===== config.mk =====
export PLATFORM = sky130hd
export DESIGN_NAME = asq_sequencer
export DESIGN_NICKNAME = d
export VERILOG_FILES = /design/src/hdl/asq_pkg.sv /design/src/hdl/asq_link_if.sv /design/src/hdl/asq_sequencer.sv /design/src/hdl/asq_apb_port.sv /design/src/hdl/asq_result_store.sv
export VERILOG_INCLUDE_DIRS = /design/src /design/src/hdl
export SDC_FILE = /design/constraint.sdc
export NUM_CORES = 1
export LEC_CHECK = 0
export ABC_CLOCK_PERIOD_IN_PS = 7000
export BUFFER_PORTS_ARGS = -buffer_cell sky130_fd_sc_hd__buf_2
export CORE_UTILIZATION = 55
export DETAILED_ROUTE_END_ITERATION = 16
export GPL_TIMING_DRIVEN = 0
export PLACE_DENSITY = 0.82
export SYNTH_ARGS = -nofsm -noshare
export SYNTH_HDL_FRONTEND = slang
export SYNTH_SLANG_ARGS = --single-unit

===== constraint.sdc =====
create_clock -name clock -period 7 [get_ports clock]
set_input_delay 0.35 -clock clock [delete_from_list [all_inputs] [get_ports clock]]
set_output_delay 0.35 -clock clock [all_outputs]
set_load 0.01 [all_outputs]

===== src/hdl/asq_params.svh =====
// asq_params.svh: offsets, field positions, reset values and timing counts
// assumes: included by bare name from the sequencer design files
`ifndef ASQ_PARAMS_SVH
`define ASQ_PARAMS_SVH

// register byte offsets on the apb slave
`define ASQ_ADDR_W        8
`define ASQ_OFS_MODE      8'h00
`define ASQ_OFS_SEL       8'h04
`define ASQ_OFS_RES       8'h08
`define ASQ_OFS_RESH      8'h0C
`define ASQ_OFS_STAT      8'h10

// fields of converter_mode_reg_zero
`define ASQ_BIT_ENABLE    0
`define ASQ_BIT_ONESHOT   1
`define ASQ_BIT_HWTRIG    2
`define ASQ_BIT_SCAN      3
`define ASQ_BIT_START     7

// result alignment: left-justified in the 16-bit word
`define ASQ_RES_SHIFT     6
`define ASQ_RES_RESET     16'h0000
`define ASQ_RESH_RESET    8'h00

// enable stabilisation time, software's to honour; shown as a status flag
`define ASQ_CLK_PERIOD_NS 4
`define ASQ_STAB_TIME_NS  1000
`define ASQ_STAB_CYCLES   ((`ASQ_STAB_TIME_NS + `ASQ_CLK_PERIOD_NS - 1) / `ASQ_CLK_PERIOD_NS)

`endif


===== src/hdl/asq_pkg.sv =====
// asq_pkg: types shared by the scan/trigger sequencer files
// assumes: nothing beyond a systemverilog compiler
package asq_pkg;

    // sequencer states
    typedef enum logic [2:0] {
        ASQ_STOP,
        ASQ_STANDBY,
        ASQ_HW_WAIT,
        ASQ_LAUNCH,
        ASQ_CONVERT
    } asq_state_type;

endpackage


===== src/hdl/asq_link_if.sv =====
// asq_link_if: internal carrier between bus port, sequencer and result store
// assumes: one clock domain; all members driven by exactly one modport
`timescale 1ns/10ps
`default_nettype none
`include "asq_params.svh"
interface asq_link_if #(parameter int RESULT_W = 10);
    // decoded bus access
    logic                   acc;
    logic                   wr;
    logic [`ASQ_ADDR_W-1:0] addr;
    logic [31:0]            wdata;
    logic [31:0]            rdata;
    logic                   err;
    // result capture
    logic                   store;
    logic [RESULT_W-1:0]    sar;
    logic [15:0]            res_word;
    logic [7:0]             res_high;

    modport bus (output acc, wr, addr, wdata, input rdata, err);
    modport seq (input acc, wr, addr, wdata, res_word, res_high,
                 output rdata, err, store, sar);
    modport res (input store, sar, output res_word, res_high);
endinterface
`default_nettype wire


===== src/hdl/asq_sequencer.sv =====
// asq_sequencer: top of the converter scan / trigger sequencer
// assumes: analog core answers a convert request with one done pulse,
// hardware trigger is a one-cycle pulse synchronous to clock
`timescale 1ns/10ps
`default_nettype none
`include "asq_params.svh"

// Summary of operation
// - setting enable from stop enters standby, no conversion starts
// - software scan start converts four channels, slot zero through three
// - each finished in-range conversion stores result and pulses done interrupt
// - sequential mode advances to next conversion without new start
// - software scan one-shot clears start after fourth channel, standby
// - writing start one during conversion aborts and restarts, scan at slot zero
// - any channel-select write during conversion aborts and restarts conversion
// - software modes ignore hardware triggers during conversion
// - clearing start during conversion aborts and returns to standby
// - clearing enable in standby stops; start ignored while enable zero
// - software one-shot ignores hardware trigger in standby
// - hardware mode start enters trigger standby, repeated starts convert nothing
// - trigger with start set converts channel named by select register
// - hardware sequential mode starts next conversion immediately
// - hardware one-shot keeps start set and waits for next trigger
// - trigger during hardware-mode conversion aborts and restarts
// - hardware mode start clear stops conversion, stays enabled standby
// - hardware triggers ignored while start is zero
// - sixteen-bit result word holds ten-bit value; eight-bit byte form
// - out-of-range result is not stored and raises no interrupt
// - start bit sits at bit seven of mode register zero
module asq_sequencer #(
    parameter int CHAN_W     = 5,
    parameter int SCAN_SLOTS = 4,
    parameter int RESULT_W   = 10
) (
    // clock and reset
    input  wire logic                   clock,
    input  wire logic                   reset_n,
    // apb register port
    input  wire logic                   psel,
    input  wire logic                   penable,
    input  wire logic                   pwrite,
    input  wire logic [`ASQ_ADDR_W-1:0] paddr,
    input  wire logic [31:0]            pwdata,
    output logic      [31:0]            prdata,
    output logic                        pready,
    output logic                        pslverr,
    // analog core
    output logic                        core_convert_req,
    output logic      [CHAN_W-1:0]      core_channel,
    output logic                        core_abort,
    input  wire logic                   core_done,
    input  wire logic [RESULT_W-1:0]    core_sar,
    input  wire logic                   core_in_range,
    // trigger and interrupt
    input  wire logic                   hw_trigger,
    output logic                        conversion_done_irq
);
    localparam int SLOT_W = $clog2(SCAN_SLOTS);

    // refuse shapes the logic cannot serve
    if (SCAN_SLOTS < 2 || (SCAN_SLOTS & (SCAN_SLOTS - 1)) != 0) begin : g_chk_slots
        $error("scan slot count must be a power of two of at least two");
    end
    if (RESULT_W < 8 || RESULT_W > 16 || CHAN_W < 1 || CHAN_W > 8) begin : g_chk_widths
        $error("result width must be 8..16 and channel width 1..8");
    end

    localparam logic [SLOT_W-1:0] LAST_SLOT = SLOT_W'(SCAN_SLOTS - 1);

    // scan slot n converts the selected channel plus n
    function automatic logic [CHAN_W-1:0] slot_channel(
        input logic [CHAN_W-1:0] base,
        input logic [SLOT_W-1:0] slot_no,
        input logic              scanning
    );
        return scanning ? base + CHAN_W'(slot_no) : base;
    endfunction

    asq_link_if #(.RESULT_W(RESULT_W)) link ();

    asq_apb_port u_port (
        .clock   (clock),
        .reset_n (reset_n),
        .psel    (psel),
        .penable (penable),
        .pwrite  (pwrite),
        .paddr   (paddr),
        .pwdata  (pwdata),
        .prdata  (prdata),
        .pready  (pready),
        .pslverr (pslverr),
        .link    (link.bus)
    );

    asq_result_store #(.RESULT_W(RESULT_W)) u_result (
        .clock   (clock),
        .reset_n (reset_n),
        .link    (link.res)
    );

    // software-visible control state
    asq_pkg::asq_state_type state;
    asq_pkg::asq_state_type next_state;
    logic                   converter_power_enable;
    logic                   conversion_start_bit;
    logic                   mode_oneshot;
    logic                   mode_hw_trigger;
    logic                   mode_scan;
    logic [CHAN_W-1:0]      input_channel_select;
    logic [SLOT_W-1:0]      slot;
    logic [15:0]            stab_count;
    logic                   stable;

    // next values
    logic                   next_enable;
    logic                   next_start;
    logic [SLOT_W-1:0]      next_slot;
    logic [CHAN_W-1:0]      next_select;
    logic                   abort_now;
    logic                   store_now;
    logic                   restart;

    // decoded accesses
    logic                   mode_wr;
    logic                   sel_wr;
    logic                   busy;
    logic                   scan_active;
    logic                   hw_fire;

    assign mode_wr = link.acc && link.wr && link.addr == `ASQ_OFS_MODE;
    assign sel_wr  = link.acc && link.wr && link.addr == `ASQ_OFS_SEL;
    assign busy    = state == asq_pkg::ASQ_LAUNCH || state == asq_pkg::ASQ_CONVERT;

    // scanning only applies to the software trigger modes here
    assign scan_active = mode_scan && !mode_hw_trigger;

    // triggers count only in hardware mode with start set
    assign hw_fire = hw_trigger && mode_hw_trigger && conversion_start_bit;

    assign next_select = sel_wr ? link.wdata[CHAN_W-1:0] : input_channel_select;

    // sequencing decisions; a software write beats the trigger and core done
    always_comb begin
        next_state  = state;
        next_enable = converter_power_enable;
        next_start  = conversion_start_bit;
        next_slot   = slot;
        abort_now   = 1'b0;
        store_now   = 1'b0;
        restart     = 1'b0;
        if (mode_wr) begin
            next_enable = link.wdata[`ASQ_BIT_ENABLE];
            // start cannot be set while enable is off
            next_start  = link.wdata[`ASQ_BIT_START] & link.wdata[`ASQ_BIT_ENABLE];
            if (!link.wdata[`ASQ_BIT_ENABLE]) begin
                next_state = asq_pkg::ASQ_STOP;
                abort_now  = busy;
            end else if (!link.wdata[`ASQ_BIT_START]) begin
                // stays enabled; from stop this is the standby entry
                next_state = asq_pkg::ASQ_STANDBY;
                abort_now  = busy;
            end else if (link.wdata[`ASQ_BIT_HWTRIG]) begin
                if (busy) begin
                    abort_now = 1'b1;
                    restart   = 1'b1;
                end else begin
                    next_state = asq_pkg::ASQ_HW_WAIT;
                end
            end else begin
                abort_now = busy;
                restart   = 1'b1;
            end
        end else if (sel_wr) begin
            if (busy) begin
                abort_now = 1'b1;
                restart   = 1'b1;
            end
        end else if (hw_fire) begin
            if (busy) begin
                abort_now = 1'b1;
                restart   = 1'b1;
            end else if (state == asq_pkg::ASQ_HW_WAIT) begin
                restart = 1'b1;
            end
        end else if (state == asq_pkg::ASQ_LAUNCH) begin
            next_state = asq_pkg::ASQ_CONVERT;
        end else if (state == asq_pkg::ASQ_CONVERT && core_done) begin
            // results outside the acceptance range leave no trace
            store_now = core_in_range;
            if (scan_active && slot != LAST_SLOT) begin
                next_slot  = slot + 1'b1;
                next_state = asq_pkg::ASQ_LAUNCH;
            end else if (mode_oneshot && mode_hw_trigger) begin
                next_state = asq_pkg::ASQ_HW_WAIT;
            end else if (mode_oneshot) begin
                next_start = 1'b0;
                next_state = asq_pkg::ASQ_STANDBY;
            end else begin
                next_slot  = '0;
                next_state = asq_pkg::ASQ_LAUNCH;
            end
        end
        // every restart begins again at scan slot zero
        if (restart) begin
            next_state = asq_pkg::ASQ_LAUNCH;
            next_slot  = '0;
        end
    end

    // sequencer state
    always_ff @(posedge clock or negedge reset_n) begin
        if (!reset_n) begin
            state <= asq_pkg::ASQ_STOP;
        end else begin
            state <= next_state;
        end
    end

    // enable and start bits
    always_ff @(posedge clock or negedge reset_n) begin
        if (!reset_n) begin
            converter_power_enable <= 1'b0;
            conversion_start_bit   <= 1'b0;
        end else begin
            converter_power_enable <= next_enable;
            conversion_start_bit   <= next_start;
        end
    end

    // mode fields take effect with the same write as the start bit
    always_ff @(posedge clock or negedge reset_n) begin
        if (!reset_n) begin
            mode_oneshot    <= 1'b0;
            mode_hw_trigger <= 1'b0;
            mode_scan       <= 1'b0;
        end else if (mode_wr) begin
            mode_oneshot    <= link.wdata[`ASQ_BIT_ONESHOT];
            mode_hw_trigger <= link.wdata[`ASQ_BIT_HWTRIG];
            mode_scan       <= link.wdata[`ASQ_BIT_SCAN];
        end
    end

    // channel select register
    always_ff @(posedge clock or negedge reset_n) begin
        if (!reset_n) begin
            input_channel_select <= '0;
        end else begin
            input_channel_select <= next_select;
        end
    end

    // scan slot position
    always_ff @(posedge clock or negedge reset_n) begin
        if (!reset_n) begin
            slot <= '0;
        end else begin
            slot <= next_slot;
        end
    end

    // channel is latched on entry to launch so it is steady for the core
    always_ff @(posedge clock or negedge reset_n) begin
        if (!reset_n) begin
            core_channel <= '0;
        end else if (next_state == asq_pkg::ASQ_LAUNCH) begin
            core_channel <= slot_channel(next_select, next_slot, scan_active);
        end
    end

    // launch lasts one cycle unless a restart lands in it, which keeps the request high one more cycle
    assign core_convert_req = state == asq_pkg::ASQ_LAUNCH;

    // abort strobe; the core drops its partial result on it
    always_ff @(posedge clock or negedge reset_n) begin
        if (!reset_n) begin
            core_abort <= 1'b0;
        end else begin
            core_abort <= abort_now;
        end
    end

    // interrupt pulse rises one edge before the result registers update
    always_ff @(posedge clock or negedge reset_n) begin
        if (!reset_n) begin
            conversion_done_irq <= 1'b0;
        end else begin
            conversion_done_irq <= store_now;
        end
    end

    // result store gets the value one edge later, together with the irq
    always_ff @(posedge clock or negedge reset_n) begin
        if (!reset_n) begin
            link.store <= 1'b0;
            link.sar   <= '0;
        end else begin
            link.store <= store_now;
            link.sar   <= core_sar;
        end
    end

    // stabilisation timer after enable; purely informative to software,
    // the sequencer does not hold off a start on it
    always_ff @(posedge clock or negedge reset_n) begin
        if (!reset_n) begin
            stab_count <= '0;
            stable     <= 1'b0;
        end else if (!converter_power_enable) begin
            stab_count <= '0;
            stable     <= 1'b0;
        end else if (stab_count == 16'(`ASQ_STAB_CYCLES - 1)) begin
            stable     <= 1'b1;
        end else begin
            stab_count <= stab_count + 16'h0001;
        end
    end

    // register read mux and unmapped detect
    always_comb begin
        link.rdata = 32'h0000_0000;
        link.err   = 1'b0;
        case (link.addr)
            `ASQ_OFS_MODE: begin
                link.rdata[`ASQ_BIT_ENABLE]  = converter_power_enable;
                link.rdata[`ASQ_BIT_ONESHOT] = mode_oneshot;
                link.rdata[`ASQ_BIT_HWTRIG]  = mode_hw_trigger;
                link.rdata[`ASQ_BIT_SCAN]    = mode_scan;
                link.rdata[`ASQ_BIT_START]   = conversion_start_bit;
            end
            `ASQ_OFS_SEL: begin
                link.rdata[CHAN_W-1:0] = input_channel_select;
            end
            `ASQ_OFS_RES: begin
                link.rdata[15:0] = link.res_word;
            end
            `ASQ_OFS_RESH: begin
                link.rdata[7:0] = link.res_high;
            end
            `ASQ_OFS_STAT: begin
                link.rdata[0]         = stable;
                link.rdata[1]         = busy;
                link.rdata[6:4]       = state;
                link.rdata[8 +: SLOT_W] = slot;
            end
            default: begin
                link.err = 1'b1;
            end
        endcase
    end

endmodule
`default_nettype wire


===== src/hdl/asq_apb_port.sv =====
// asq_apb_port: apb slave front end, no wait states
// assumes: read data and error from the sequencer are combinational
`timescale 1ns/10ps
`default_nettype none
`include "asq_params.svh"
module asq_apb_port (
    // clock and reset
    input  wire logic                   clock,
    input  wire logic                   reset_n,
    // apb
    input  wire logic                   psel,
    input  wire logic                   penable,
    input  wire logic                   pwrite,
    input  wire logic [`ASQ_ADDR_W-1:0] paddr,
    input  wire logic [31:0]            pwdata,
    output logic      [31:0]            prdata,
    output logic                        pready,
    output logic                        pslverr,
    // internal side
    asq_link_if.bus                     link
);
    // access phase is the commit edge; always ready
    assign pready     = 1'b1;
    assign link.acc   = psel & penable;
    assign link.wr    = pwrite;
    assign link.addr  = paddr;
    assign link.wdata = pwdata;

    // read data and error sampled in setup so they come from flops
    always_ff @(posedge clock or negedge reset_n) begin
        if (!reset_n) begin
            prdata  <= 32'h0000_0000;
            pslverr <= 1'b0;
        end else if (psel && !penable) begin
            prdata  <= pwrite ? 32'h0000_0000 : link.rdata;
            pslverr <= link.err;
        end
    end
endmodule
`default_nettype wire


===== src/hdl/asq_result_store.sv =====
// asq_result_store: full and byte-wide conversion result registers
// assumes: store is a one-cycle pulse with sar valid in the same cycle
`timescale 1ns/10ps
`default_nettype none
`include "asq_params.svh"
module asq_result_store #(
    parameter int RESULT_W = 10
) (
    // clock and reset
    input  wire logic clock,
    input  wire logic reset_n,
    // internal side
    asq_link_if.res   link
);
    // word holds the value left-justified, byte holds its top eight bits
    always_ff @(posedge clock or negedge reset_n) begin
        if (!reset_n) begin
            link.res_word <= `ASQ_RES_RESET;
            link.res_high <= `ASQ_RESH_RESET;
        end else if (link.store) begin
            link.res_word <= 16'(link.sar) << `ASQ_RES_SHIFT;
            link.res_high <= link.sar[RESULT_W-1 -: 8];
        end
    end
endmodule
`default_nettype wire


==> flow_metrics.py, run 1 <==
metrics = {
    "power_and_ir_drop": {
        "power.static_leakage_uw": 0.002272,
        "internal-power_uw": 810.0,
        "p_switching_uw": 333.4,
        "p_sw_share_pct": 29.16,
        "clockPowerShare_pct": 31.9,
        "p_comb_share_pct": 18.8,
        "vdd_drop_max_v": 0.0001696,
        "share_seq_of_total_power_pct": 49.3,
        "power_density_nw_per_um2": 248.1,
    },
    "hold_path": {
        "min_to": "link.sar[1]",
        "worstHoldStart": "core_sar[1]",
        "holdPathStages": 1,
        "hp-class": "in2reg",
    },
    "setup_path": {
        "path_cells": "and3b_1 > buf_2 > a21oi_2 > a21boi_0 > o2bb2ai_1 > nor2_1 > ha_1 > fa_1 > nand4_1 > xnor2_1 > nor2_1 > a21oi_1 > mux2_4",
        "worstPathRequired_ps": 7240,
        "crit_path_end_kind": "flip-flop",
        "cpPeakStageDelay_ps": 510,
        "reg2reg_setup_slack_ps": 3850,
        "r2r-end": "core_channel[4]",
        "start_kind": "flip-flop",
        "crit_type": "reg2reg",
        "crit_fanout": 8,
        "worstRegToRegCells": 13,
        "cp.arrival_ps": 3390,
        "crit-reg2reg-launch": "state[2]",
        "slowest_stage": "o2bb2ai_1",
        "crit_buf_inv": 1,
        "cpLargestDelayFamily": "compound AO/OA/AOI/OAI gates",
        "crit_top_cell": "nor2_1",
    },
    "layout": {
        "seqCellArea_um2": 1902,
        "fin_area_um2": 4609,
        "area_delta_synth_final_pct": 18.15,
        "antenna_cells": 0,
        "fin_nets": 524,
        "multiInputGateArea_um2": 1782,
        "fin_util_pct": 67.47,
        "layout-drive-gt1-share_pct": 27.31,
        "fillers": 549,
    },
    "logic_synthesis": {
        "ys_async_sr_fraction_pct": 100.0,
        "netlist_area_um2": 3901,
        "synth_top_area_share_pct": 48.75,
        "yosys-top-cells-count": "dfrtp_1 (76), nand2_1 (45), nor2_1 (27)",
        "syn-instance-count": 377,
        "ys_seq_area_share_pct": 48.75,
        "synthTopCellsByArea": "dfrtp_1 (49%), nand2_1 (4.3%), mux2_2 (3.8%)",
        "yosys_warnings": 0,
        "yosysMostFrequentCell": "dfrtp_1",
        "synth_area_leader_cell": "dfrtp_1",
        "synth_edf_count": 0,
        "synth_flop_cell": "dfrtp_1",
        "synth.avg_cell_area_um2": 10.35,
        "synth_cell_type_count": 65,
        "synth_seq_cells": 76,
    },
    "route": {
        "vias": 3121,
        "routed_wl_um": 8535,
        "drc": 0,
        "first_iter_violations": 281,
        "antenna_left": 0,
        "wl_per_cell_um": 15.21,
        "firstDrtPassIters": 5,
        "via_per_inst": 5.563,
    },
    "grt": {
        "groute.usage.overall_pct": 25.55,
        "grt_pass1_wl_um": 14500,
        "grt_max_degree": 51,
        "antenna_found_initial": 0,
        "grt_pass1_vias": 2961,
        "overflow": 0,
    },
    "timing": {
        "maxSlewViolCount": 0,
        "relSlewSlack_pct": 50.36,
        "grt_setup_unrepaired": "no",
        "fin_crit_sh_pct": 44.99,
        "max_freq_ghz": 0.3175,
        "worst_hold_slack_ps": 93.47,
        "period_needed_ps": 3149,
        "tns_ps": 0,
        "finalClockSkew_ps": 7.113,
        "final-hold-violation-count": 0,
        "finalSetupViolations": 0,
        "worstMarginPinSlew_ps": 742.6,
    },
    "placement": {
        "io_buffers": 55,
        "routabilityCongestion": 0.9287,
        "place_area_um2": 4383,
        "dpl.hpwl_um": 6274,
    },
    "flow_run": {
        "cap_violations": 0,
    },
    "floorplanning": {
        "core_um2": 6832,
        "dieArea_um2": 7434,
        "row_count": 30,
        "ios": 100,
        "initial_core_util_pct": 57.11,
        "die_y_um": 86.22,
        "die_w_um": 86.22,
    },
    "cts": {
        "cts_max_path_buffers": 2,
        "cts_resized": 0,
        "cts-htree-levels": 3,
        "clkSinkCount": 76,
        "cts.clk_slew.worst_paths_ps": 80,
        "cts_made_buffers": 9,
        "cts_tree": "yes",
        "insertion_delay_ps": 350,
        "cts_root_buf": "clkbuf_8",
        "cts_setup_buffers": 0,
    },
    "status": {
        "status": "completed",
    },
}
flip-flops by register name, indices dropped and copies added, names as in the netlist:
register                cells
conversion_start_bit        1
converter_power_enable      1
core_abort                  1
core_channel                5
input_channel_select        5
link.sar                   10
link.store                  1
mode_hw_trigger             1
mode_oneshot                1
mode_scan                   1
slot                        2
stab_count                 16
stable                      1
state                       3
u_port.prdata              16
u_port.pslverr              1
u_result.link.res_high      8
u_result.link.res_word      2
cell families (layout without fill, tap and decap cells):
kind of cell / after synthesis / count (layout) / share of synthesized area (%)
xor gates and xnor gates: 17 / 17 / 3.816
AOI/OAI and AO/OA: 66 / 66 / 12.25
DFF: 76 / 76 / 48.75
adders and majority gates: 6 / 6 / 2.117
muxes: 23 / 23 / 6.575
buffers and inverters: 47 / 120 / 7.023
and+or+nand+nor: 140 / 140 / 19.28
other: 2 / 17 / 0.1925
power groups by stage:
stage / Combinational (µW) / Sequential (µW) / Clock [µW]
5_1_grt: 244 / 572 / 390
6_report: 215 / 564 / 364
4_1_cts: 217 / 562 / 370
2_1_floorplan: 152 / 556 / 0
3_5_place_dp: 214 / 569 / 0
3_3_place_gp: 205 / 565 / 0
cell type report:
| cell class | count | area share, % |
|---|---|---|
| tap | 96 | 2.606 |
| inverter | 15 | 1.221 |
| timing repair buffer | 57 | 6.840 |
| clock inverter | 6 | 1.927 |
| sequential | 76 | 41.26 |
| multi-input combinational | 269 | 38.65 |
| clock buffer | 10 | 2.769 |
| buffer | 32 | 4.723 |
worst max-delay path by stage:
stage,start,endpoint,slack [ps],depth (start not counted)
after floorplan,paddr[5],core_channel[4],4150,11
after global placement,paddr[5],core_channel[4],3630,12
after detailed placement,paddr[5],core_channel[4],3580,12
after CTS,state[2],core_channel[4],3870,13
after global routing,state[2],core_channel[4],3610,12
final,state[2],core_channel[4],3850,13
stage by stage:
step,instances,total power [µW],setup slack (ps)
6_report,561,1143,3851
2_1_floorplan,392,707.9,4150
4_1_cts,561,1148,3868
5_1_grt,561,1206,3609
3_3_place_gp,543,770.5,3629
3_5_place_dp,544,783.2,3581
what timing repair did:
action / CTS / global route
endpoints found under the hold margin: 26 / 0
endpoints found under the setup margin: 0 / 0
hold buffers: 1 / 0
routing by layer:
metal	GRT usage, %	vias to the layer above	routed length [µm]
met5	0	-	0
met4	7.424	0	119
met3	6.952	17	581
met2	40.40	119	4073
met1	34.74	1523	3761
li1	-	1462	-
cell usage in the layout (no fill, tap or decap), types with 3 or more instances in the layout:
cell / n
a21oi_1: 10
a22o_1: 9
a22oi_1: 9
a31oi_1: 3
and3_1: 5
buf_2: 56
buf_4: 18
buf_6: 4
clkbuf_1: 8
clkbuf_8: 9
conb_1: 17
dfrtp_1: 76
ha_1: 5
inv_1: 14
mux2_2: 13
mux2i_1: 8
nand2_1: 45
nand2b_1: 6
nand3_1: 11
nand4_1: 7
nor2_1: 27
nor2b_1: 5
nor3_1: 5
nor4_1: 3
o21ai_0: 15
o31ai_1: 5
xnor2_1: 7
xor2_1: 10
Power figures use the tool's default switching activity.
==> run 2, diff against run 1 <==
--- a/config.mk
+++ b/config.mk
@@ -6,12 +6,12 @@
 export SDC_FILE = /design/constraint.sdc
 export NUM_CORES = 1
 export LEC_CHECK = 0
-export ABC_CLOCK_PERIOD_IN_PS = 7000
+export ABC_CLOCK_PERIOD_IN_PS = 2700
 export BUFFER_PORTS_ARGS = -buffer_cell sky130_fd_sc_hd__buf_2
-export CORE_UTILIZATION = 55
+export CORE_UTILIZATION = 48
 export DETAILED_ROUTE_END_ITERATION = 16
 export GPL_TIMING_DRIVEN = 0
-export PLACE_DENSITY = 0.82
+export PLACE_DENSITY = 0.76
 export SYNTH_ARGS = -nofsm -noshare
 export SYNTH_HDL_FRONTEND = slang
 export SYNTH_SLANG_ARGS = --single-unit
==> constraint.sdc (replaced) <==
create_clock -name clock -period 2.7 [get_ports clock]
set_input_delay 0.135 -clock clock [delete_from_list [all_inputs] [get_ports clock]]
set_output_delay 0.135 -clock clock [all_outputs]
set_load 0.01 [all_outputs]
==> flow_metrics.py, run 2 (synthesis results as in run 1) <==
metrics = {
    "floorplanning": {
        "row_count": 32,
        "die_w_um": 92.16,
        "core_um2": 7807,
        "ios": 100,
        "dieArea_um2": 8493,
        "die_y_um": 92.16,
        "initial_core_util_pct": 49.97,
    },
    "status": {
        "violations": "negative setup slack",
        "status": "finished with violations",
    },
    "setup_path": {
        "crit_top_cell": "nand4_1",
        "crit_type": "reg2reg",
        "cpPeakStageDelay_ps": 460,
        "crit_path_end_kind": "flip-flop",
        "crit_fanout": 8,
        "worstPathRequired_ps": 2950,
        "path_cells": "and4bb_2 > nand4_1 > nand2b_4 > mux2i_1 > nor2_2 > ha_2 > fa_2 > nand4_1 > xor2_1 > a21oi_2 > mux2_4",
        "cp.arrival_ps": 3050,
        "slowest_stage": "dfrtp_2",
        "start_kind": "flip-flop",
        "reg2reg_setup_slack_ps": -100,
    },
    "route": {
        "firstDrtPassIters": 6,
        "drc": 0,
        "antenna_left": 0,
        "routed_wl_um": 9114,
        "via_per_inst": 5.457,
        "vias": 3214,
        "first_iter_violations": 252,
        "wl_per_cell_um": 15.47,
    },
    "grt": {
        "overflow": 0,
        "grt_pass1_vias": 3111,
        "groute.usage.overall_pct": 23.17,
        "antenna_found_initial": 0,
        "grt_max_degree": 44,
        "grt_pass1_wl_um": 15180,
    },
    "timing": {
        "fin_crit_sh_pct": 103.6,
        "finalSetupViolations": 2,
        "maxSlewViolCount": 0,
        "post-route-worst-setup-slack_ps": -97.59,
        "max_freq_ghz": 0.3575,
        "worstMarginPinSlew_ps": 716.6,
        "grt_setup_unrepaired": "yes",
        "period_needed_ps": 2798,
        "relSlewSlack_pct": 52.10,
        "finalClockSkew_ps": 13.14,
        "worst_hold_slack_ps": 57.74,
        "tns_ps": -162.4,
        "final-hold-violation-count": 0,
    },
    "power_and_ir_drop": {
        "clockPowerShare_pct": 27.6,
        "vdd_drop_max_v": 0.0004633,
        "power_density_nw_per_um2": 585.7,
        "power.static_leakage_uw": 0.002382,
        "p_comb_share_pct": 20.9,
        "p_switching_uw": 912.1,
        "power_uw": 2859,
        "internal-power_uw": 1947,
        "share_seq_of_total_power_pct": 51.5,
        "p_sw_share_pct": 31.91,
    },
    "cts": {
        "cts_made_buffers": 9,
        "clkSinkCount": 76,
        "cts.clk_slew.worst_paths_ps": 80,
        "cts_tree": "yes",
        "cts_max_path_buffers": 2,
        "cts_root_buf": "clkbuf_8",
        "cts-htree-levels": 3,
        "insertion_delay_ps": 360,
    },
    "placement": {
        "dp_slack_ps": -456.4,
        "dpl.hpwl_um": 6427,
        "routabilityCongestion": 0.9150,
        "io_buffers": 55,
    },
    "layout": {
        "layout-drive-gt1-share_pct": 31.42,
        "fin_util_pct": 62.52,
        "multiInputGateArea_um2": 1879,
        "seqCellArea_um2": 1906,
        "antenna_cells": 0,
        "layout_commonest_cell": "dfrtp_1",
        "layout_common_cells": "dfrtp_1 (73), buf_2 (55), nand2_1 (45), buf_4 (29), nor2_1 (25)",
        "area_delta_synth_final_pct": 25.11,
        "reg_top3": "stab_count: 16 flops, u_port.prdata: 16 flops, link.sar: 10 flops",
        "fin_nets": 547,
        "fillers": 634,
    },
    "hold_path": {
        "hp-class": "in2reg",
    },
    "flow_run": {
        "cap_violations": 0,
    },
}
[run 2: path summary, 6_finish.rpt]
| kind | depth (start not counted) | from | endpoint |
|---|---|---|---|
| hold / removal | 3 | pwdata[3] | input_channel_select[3] |
| setup reg to reg | 11 | state[0] | core_channel[4] |
| min in group asynchronous | 2 | reset_n | u_port.prdata[0] |
| setup / recovery | 11 | state[0] | core_channel[4] |
| hold reg to reg | 1 | link.sar[0] | u_result.link.res_word[6] |
| max in group asynchronous | 3 | reset_n | state[1] |
[run 2: repair_timing]
item / 4_1_cts / 5_1_grt
hold buffers: 14 / 0
pin swaps: 5 / 6
endpoints found under the hold margin: 46 / 0
gates resized for setup: 14 / 11
endpoints found under the setup margin: 3 / 3
buffers inserted: 5 / 6
[run 2: critical path, delay by kind of cell, from the launching register on]
kind / cells / cell delay (ps)
and+or+nand+nor: 5 / 900
adders and majority gates: 2 / 610
DFF: 1 / 460
muxes: 2 / 450
xor gates and xnor gates: 1 / 190
AOI/OAI and AO/OA: 1 / 80
[run 2: power by group through the flow]
stage / sequential, µW / combinational, µW / clock (µW)
floorplan: 1440 / 395 / 0
global placement: 1470 / 535 / 0
detailed placement: 1480 / 557 / 0
CTS: 1450 / 590 / 811
global route: 1500 / 670 / 853
finish: 1470 / 598 / 789
[run 2: cell type report]
class / instances / share of cell area, %
Sequential cell: 76 / 39.04
Multi-Input combinational cell: 269 / 38.50
Clock buffer: 9 / 2.538
Inverter: 15 / 1.154
Clock inverter: 6 / 0.9997
Timing Repair Buffer: 81 / 10.74
Buffer: 31 / 4.409
Tap cell: 102 / 2.615
[run 2: per-layer routing]
layer,GRT usage [%],part of all wire (%)
met2,37.44,49
met5,0,0
met1,31.14,44
met3,4.229,5.7
met4,8.594,1.6
[run 2: stage by stage]
stage / cells / cell area, µm²
after floorplan: 392 / 3964
after global placement: 549 / 4367
after detailed placement: 550 / 4389
after CTS: 584 / 4800
after global routing: 589 / 4881
final: 589 / 4881
==> run 3, diff against run 2 <==
--- a/config.mk
+++ b/config.mk
@@ -8,10 +8,12 @@
 export LEC_CHECK = 0
 export ABC_CLOCK_PERIOD_IN_PS = 2700
 export BUFFER_PORTS_ARGS = -buffer_cell sky130_fd_sc_hd__buf_2
-export CORE_UTILIZATION = 48
+export CELL_PAD_IN_SITES_DETAIL_PLACEMENT = 2
+export CELL_PAD_IN_SITES_GLOBAL_PLACEMENT = 2
+export CORE_UTILIZATION = 30
 export DETAILED_ROUTE_END_ITERATION = 16
 export GPL_TIMING_DRIVEN = 0
-export PLACE_DENSITY = 0.76
+export PLACE_DENSITY_LB_ADDON = 0.1
 export SYNTH_ARGS = -nofsm -noshare
 export SYNTH_HDL_FRONTEND = slang
 export SYNTH_SLANG_ARGS = --single-unit
==> flow_metrics.py, run 3 (synthesis results as in run 1) <==
metrics = {
    "placement": {
        "dpl.hpwl_um": 8409,
        "dp_slack_ps": -521.6,
        "dp_cells": 620,
        "io_buffers": 55,
        "place_area_um2": 4484,
        "routabilityCongestion": 0.7538,
    },
    "route": {
        "via_per_inst": 4.799,
        "antenna_left": 0,
        "first_iter_violations": 88,
        "firstDrtPassIters": 4,
        "routed_wl_um": 11820,
        "wl_per_cell_um": 17.88,
        "drc": 0,
        "vias": 3172,
    },
    "power_and_ir_drop": {
        "clockPowerShare_pct": 37.4,
        "p_sw_share_pct": 28.91,
        "p_switching_uw": 998.5,
        "power_uw": 3454,
        "power_density_nw_per_um2": 668.9,
        "power.static_leakage_uw": 0.002470,
        "share_seq_of_total_power_pct": 42.6,
        "vdd_drop_max_v": 0.0002654,
        "internal-power_uw": 2456,
        "p_comb_share_pct": 20.0,
    },
    "layout": {
        "fin_area_um2": 5164,
        "layout-drive-gt1-share_pct": 33.54,
        "fin_nets": 549,
        "fillers": 1385,
        "area_delta_synth_final_pct": 32.36,
        "instances_no_fill": 661,
        "antenna_cells": 0,
        "layout_commonest_cell": "dfrtp_1",
        "layout_common_cells": "dfrtp_1 (73), buf_2 (56), nand2_1 (45), buf_4 (34), nor2_1 (24)",
        "reg_top3": "stab_count: 16 flops, u_port.prdata: 16 flops, link.sar: 10 flops",
    },
    "grt": {
        "groute.usage.overall_pct": 18.86,
        "overflow": 0,
        "antenna_found_initial": 0,
        "grt_max_degree": 67,
        "grt_pass1_wl_um": 18600,
        "grt_pass1_vias": 3458,
    },
    "cts": {
        "cts-htree-levels": 3,
        "cts_tree": "yes",
        "cts.clk_slew.worst_paths_ps": 60,
        "cts_made_buffers": 9,
        "insertion_delay_ps": 350,
        "clkSinkCount": 76,
        "cts_max_path_buffers": 2,
        "cts_root_buf": "clkbuf_16",
    },
    "timing": {
        "final-hold-violation-count": 0,
        "maxSlewViolCount": 0,
        "post-route-worst-setup-slack_ps": -46.05,
        "fin_crit_sh_pct": 101.7,
        "grt_setup_unrepaired": "yes",
        "finalSetupViolations": 2,
        "tns_ps": -81.57,
        "worstMarginPinSlew_ps": 826.6,
        "finalClockSkew_ps": 7.912,
        "period_needed_ps": 2746,
        "relSlewSlack_pct": 44.75,
        "max_freq_ghz": 0.3642,
    },
    "setup_path": {
        "crit_fanout": 5,
        "start_kind": "flip-flop",
        "crit-reg2reg-launch": "state[1]",
        "startpoint": "state[1]",
        "crit_top_cell": "nand4_1",
        "crit_path_end_kind": "flip-flop",
        "reg2reg_setup_slack_ps": -50,
        "cpPeakStageDelay_ps": 440,
        "crit_type": "reg2reg",
        "r2r-end": "core_channel[4]",
        "slowest_stage": "dfrtp_2",
        "path_cells": "and4bb_2 > nand4_1 > nand2b_4 > mux2i_2 > nor2_4 > ha_4 > fa_2 > nand4_1 > xor2_1 > a21oi_1 > mux2_4",
        "worstRegToRegCells": 11,
        "worstPathRequired_ps": 2920,
        "cp.arrival_ps": 2970,
    },
    "floorplanning": {
        "row_count": 41,
        "die_w_um": 116.0,
        "ios": 100,
        "core_um2": 12670,
        "initial_core_util_pct": 30.79,
        "die_y_um": 116.0,
        "dieArea_um2": 13460,
    },
    "hold_path": {
        "worstHoldStart": "core_in_range",
        "hp-class": "in2reg",
        "min_to": "link.store",
        "holdPathStages": 3,
    },
    "flow_run": {
        "cap_violations": 0,
    },
    "status": {
        "status": "finished with violations",
        "violations": "negative setup slack",
    },
}
[run 3: cell types whose count changed in the layout (fill, tap and decap cells not counted), sizes merged]
cell | before | now
buf | 91 | 96
bufinv | 0 | 2
clkinv | 2 | 4
clkinvlp | 3 | 1
dlygate4sd3 | 14 | 11
inv | 16 | 14
[run 3: cell type report]
type / count / area, µm² / share of cell area, %
multi-input cells: 269 / 1923 / 37.24
flip-flops and latches: 76 / 1906 / 36.90
clock inverters: 6 / 90.09 / 1.745
repair buffers: 83 / 535.5 / 10.37
well taps: 172 / 215.2 / 4.168
clock buffers: 9 / 225.2 / 4.362
inverters: 15 / 56.30 / 1.090
plain buffers: 31 / 212.7 / 4.119
[run 3: stage by stage]
step,util (%),hold WS [ps]
2_1_floorplan,-,-160.6
3_3_place_gp,35.15,242.5
3_5_place_dp,35.39,-3.460
4_1_cts,40.09,7.678
5_1_grt,40.75,15.29
6_report,40.75,13.20
[run 3: timing repair]
| action | CTS | global route |
|---|---|---|
| resized for setup | 21 | 11 |
| pin swaps | 8 | 9 |
| setup endpoints to repair | 4 | 4 |
| setup buffers | 11 | 5 |
| hold buffers | 11 | 0 |
| hold endpoints to repair | 86 | 0 |
[run 3: critical path: cells and delay by family, from the launching register on]
family / cells / cell delay (ps)
adder cells (fa/ha/maj): 2 / 580
AO/OA/AOI/OAI: 1 / 90
AND/OR/NAND/NOR: 5 / 860
XOR/XNOR: 1 / 150
multiplexers: 2 / 500
flip-flops: 1 / 440
[run 3: how the worst max path moves through the flow]
| stage | slack, ps | cells after the start | end |
|---|---|---|---|
| floorplan | 50 | 14 | core_channel[3] |
| global placement | -500 | 15 | core_channel[4] |
| detailed placement | -520 | 15 | core_channel[4] |
| CTS | -80 | 13 | core_channel[4] |
| global route | -230 | 13 | core_channel[3] |
| finish | -50 | 11 | core_channel[4] |
[run 3: power by group through the flow]
stage               Clock [µW]  Combinational (µW)  Sequential (µW)
floorplan                    0                 395             1440
global placement             0                 564             1480
detailed placement           0                 593             1490
CTS                       1340                 692             1470
global route              1380                 767             1500
finish                    1290                 690             1470
[run 3: metal layers]
layer	vias to the layer above	share of wire (%)	track usage, %
met3	16	3.9	4.655
met5	-	0	0
met1	1602	44	23.85
met4	0	1.7	7.179
li1	1503	-	-
met2	51	50	31.07
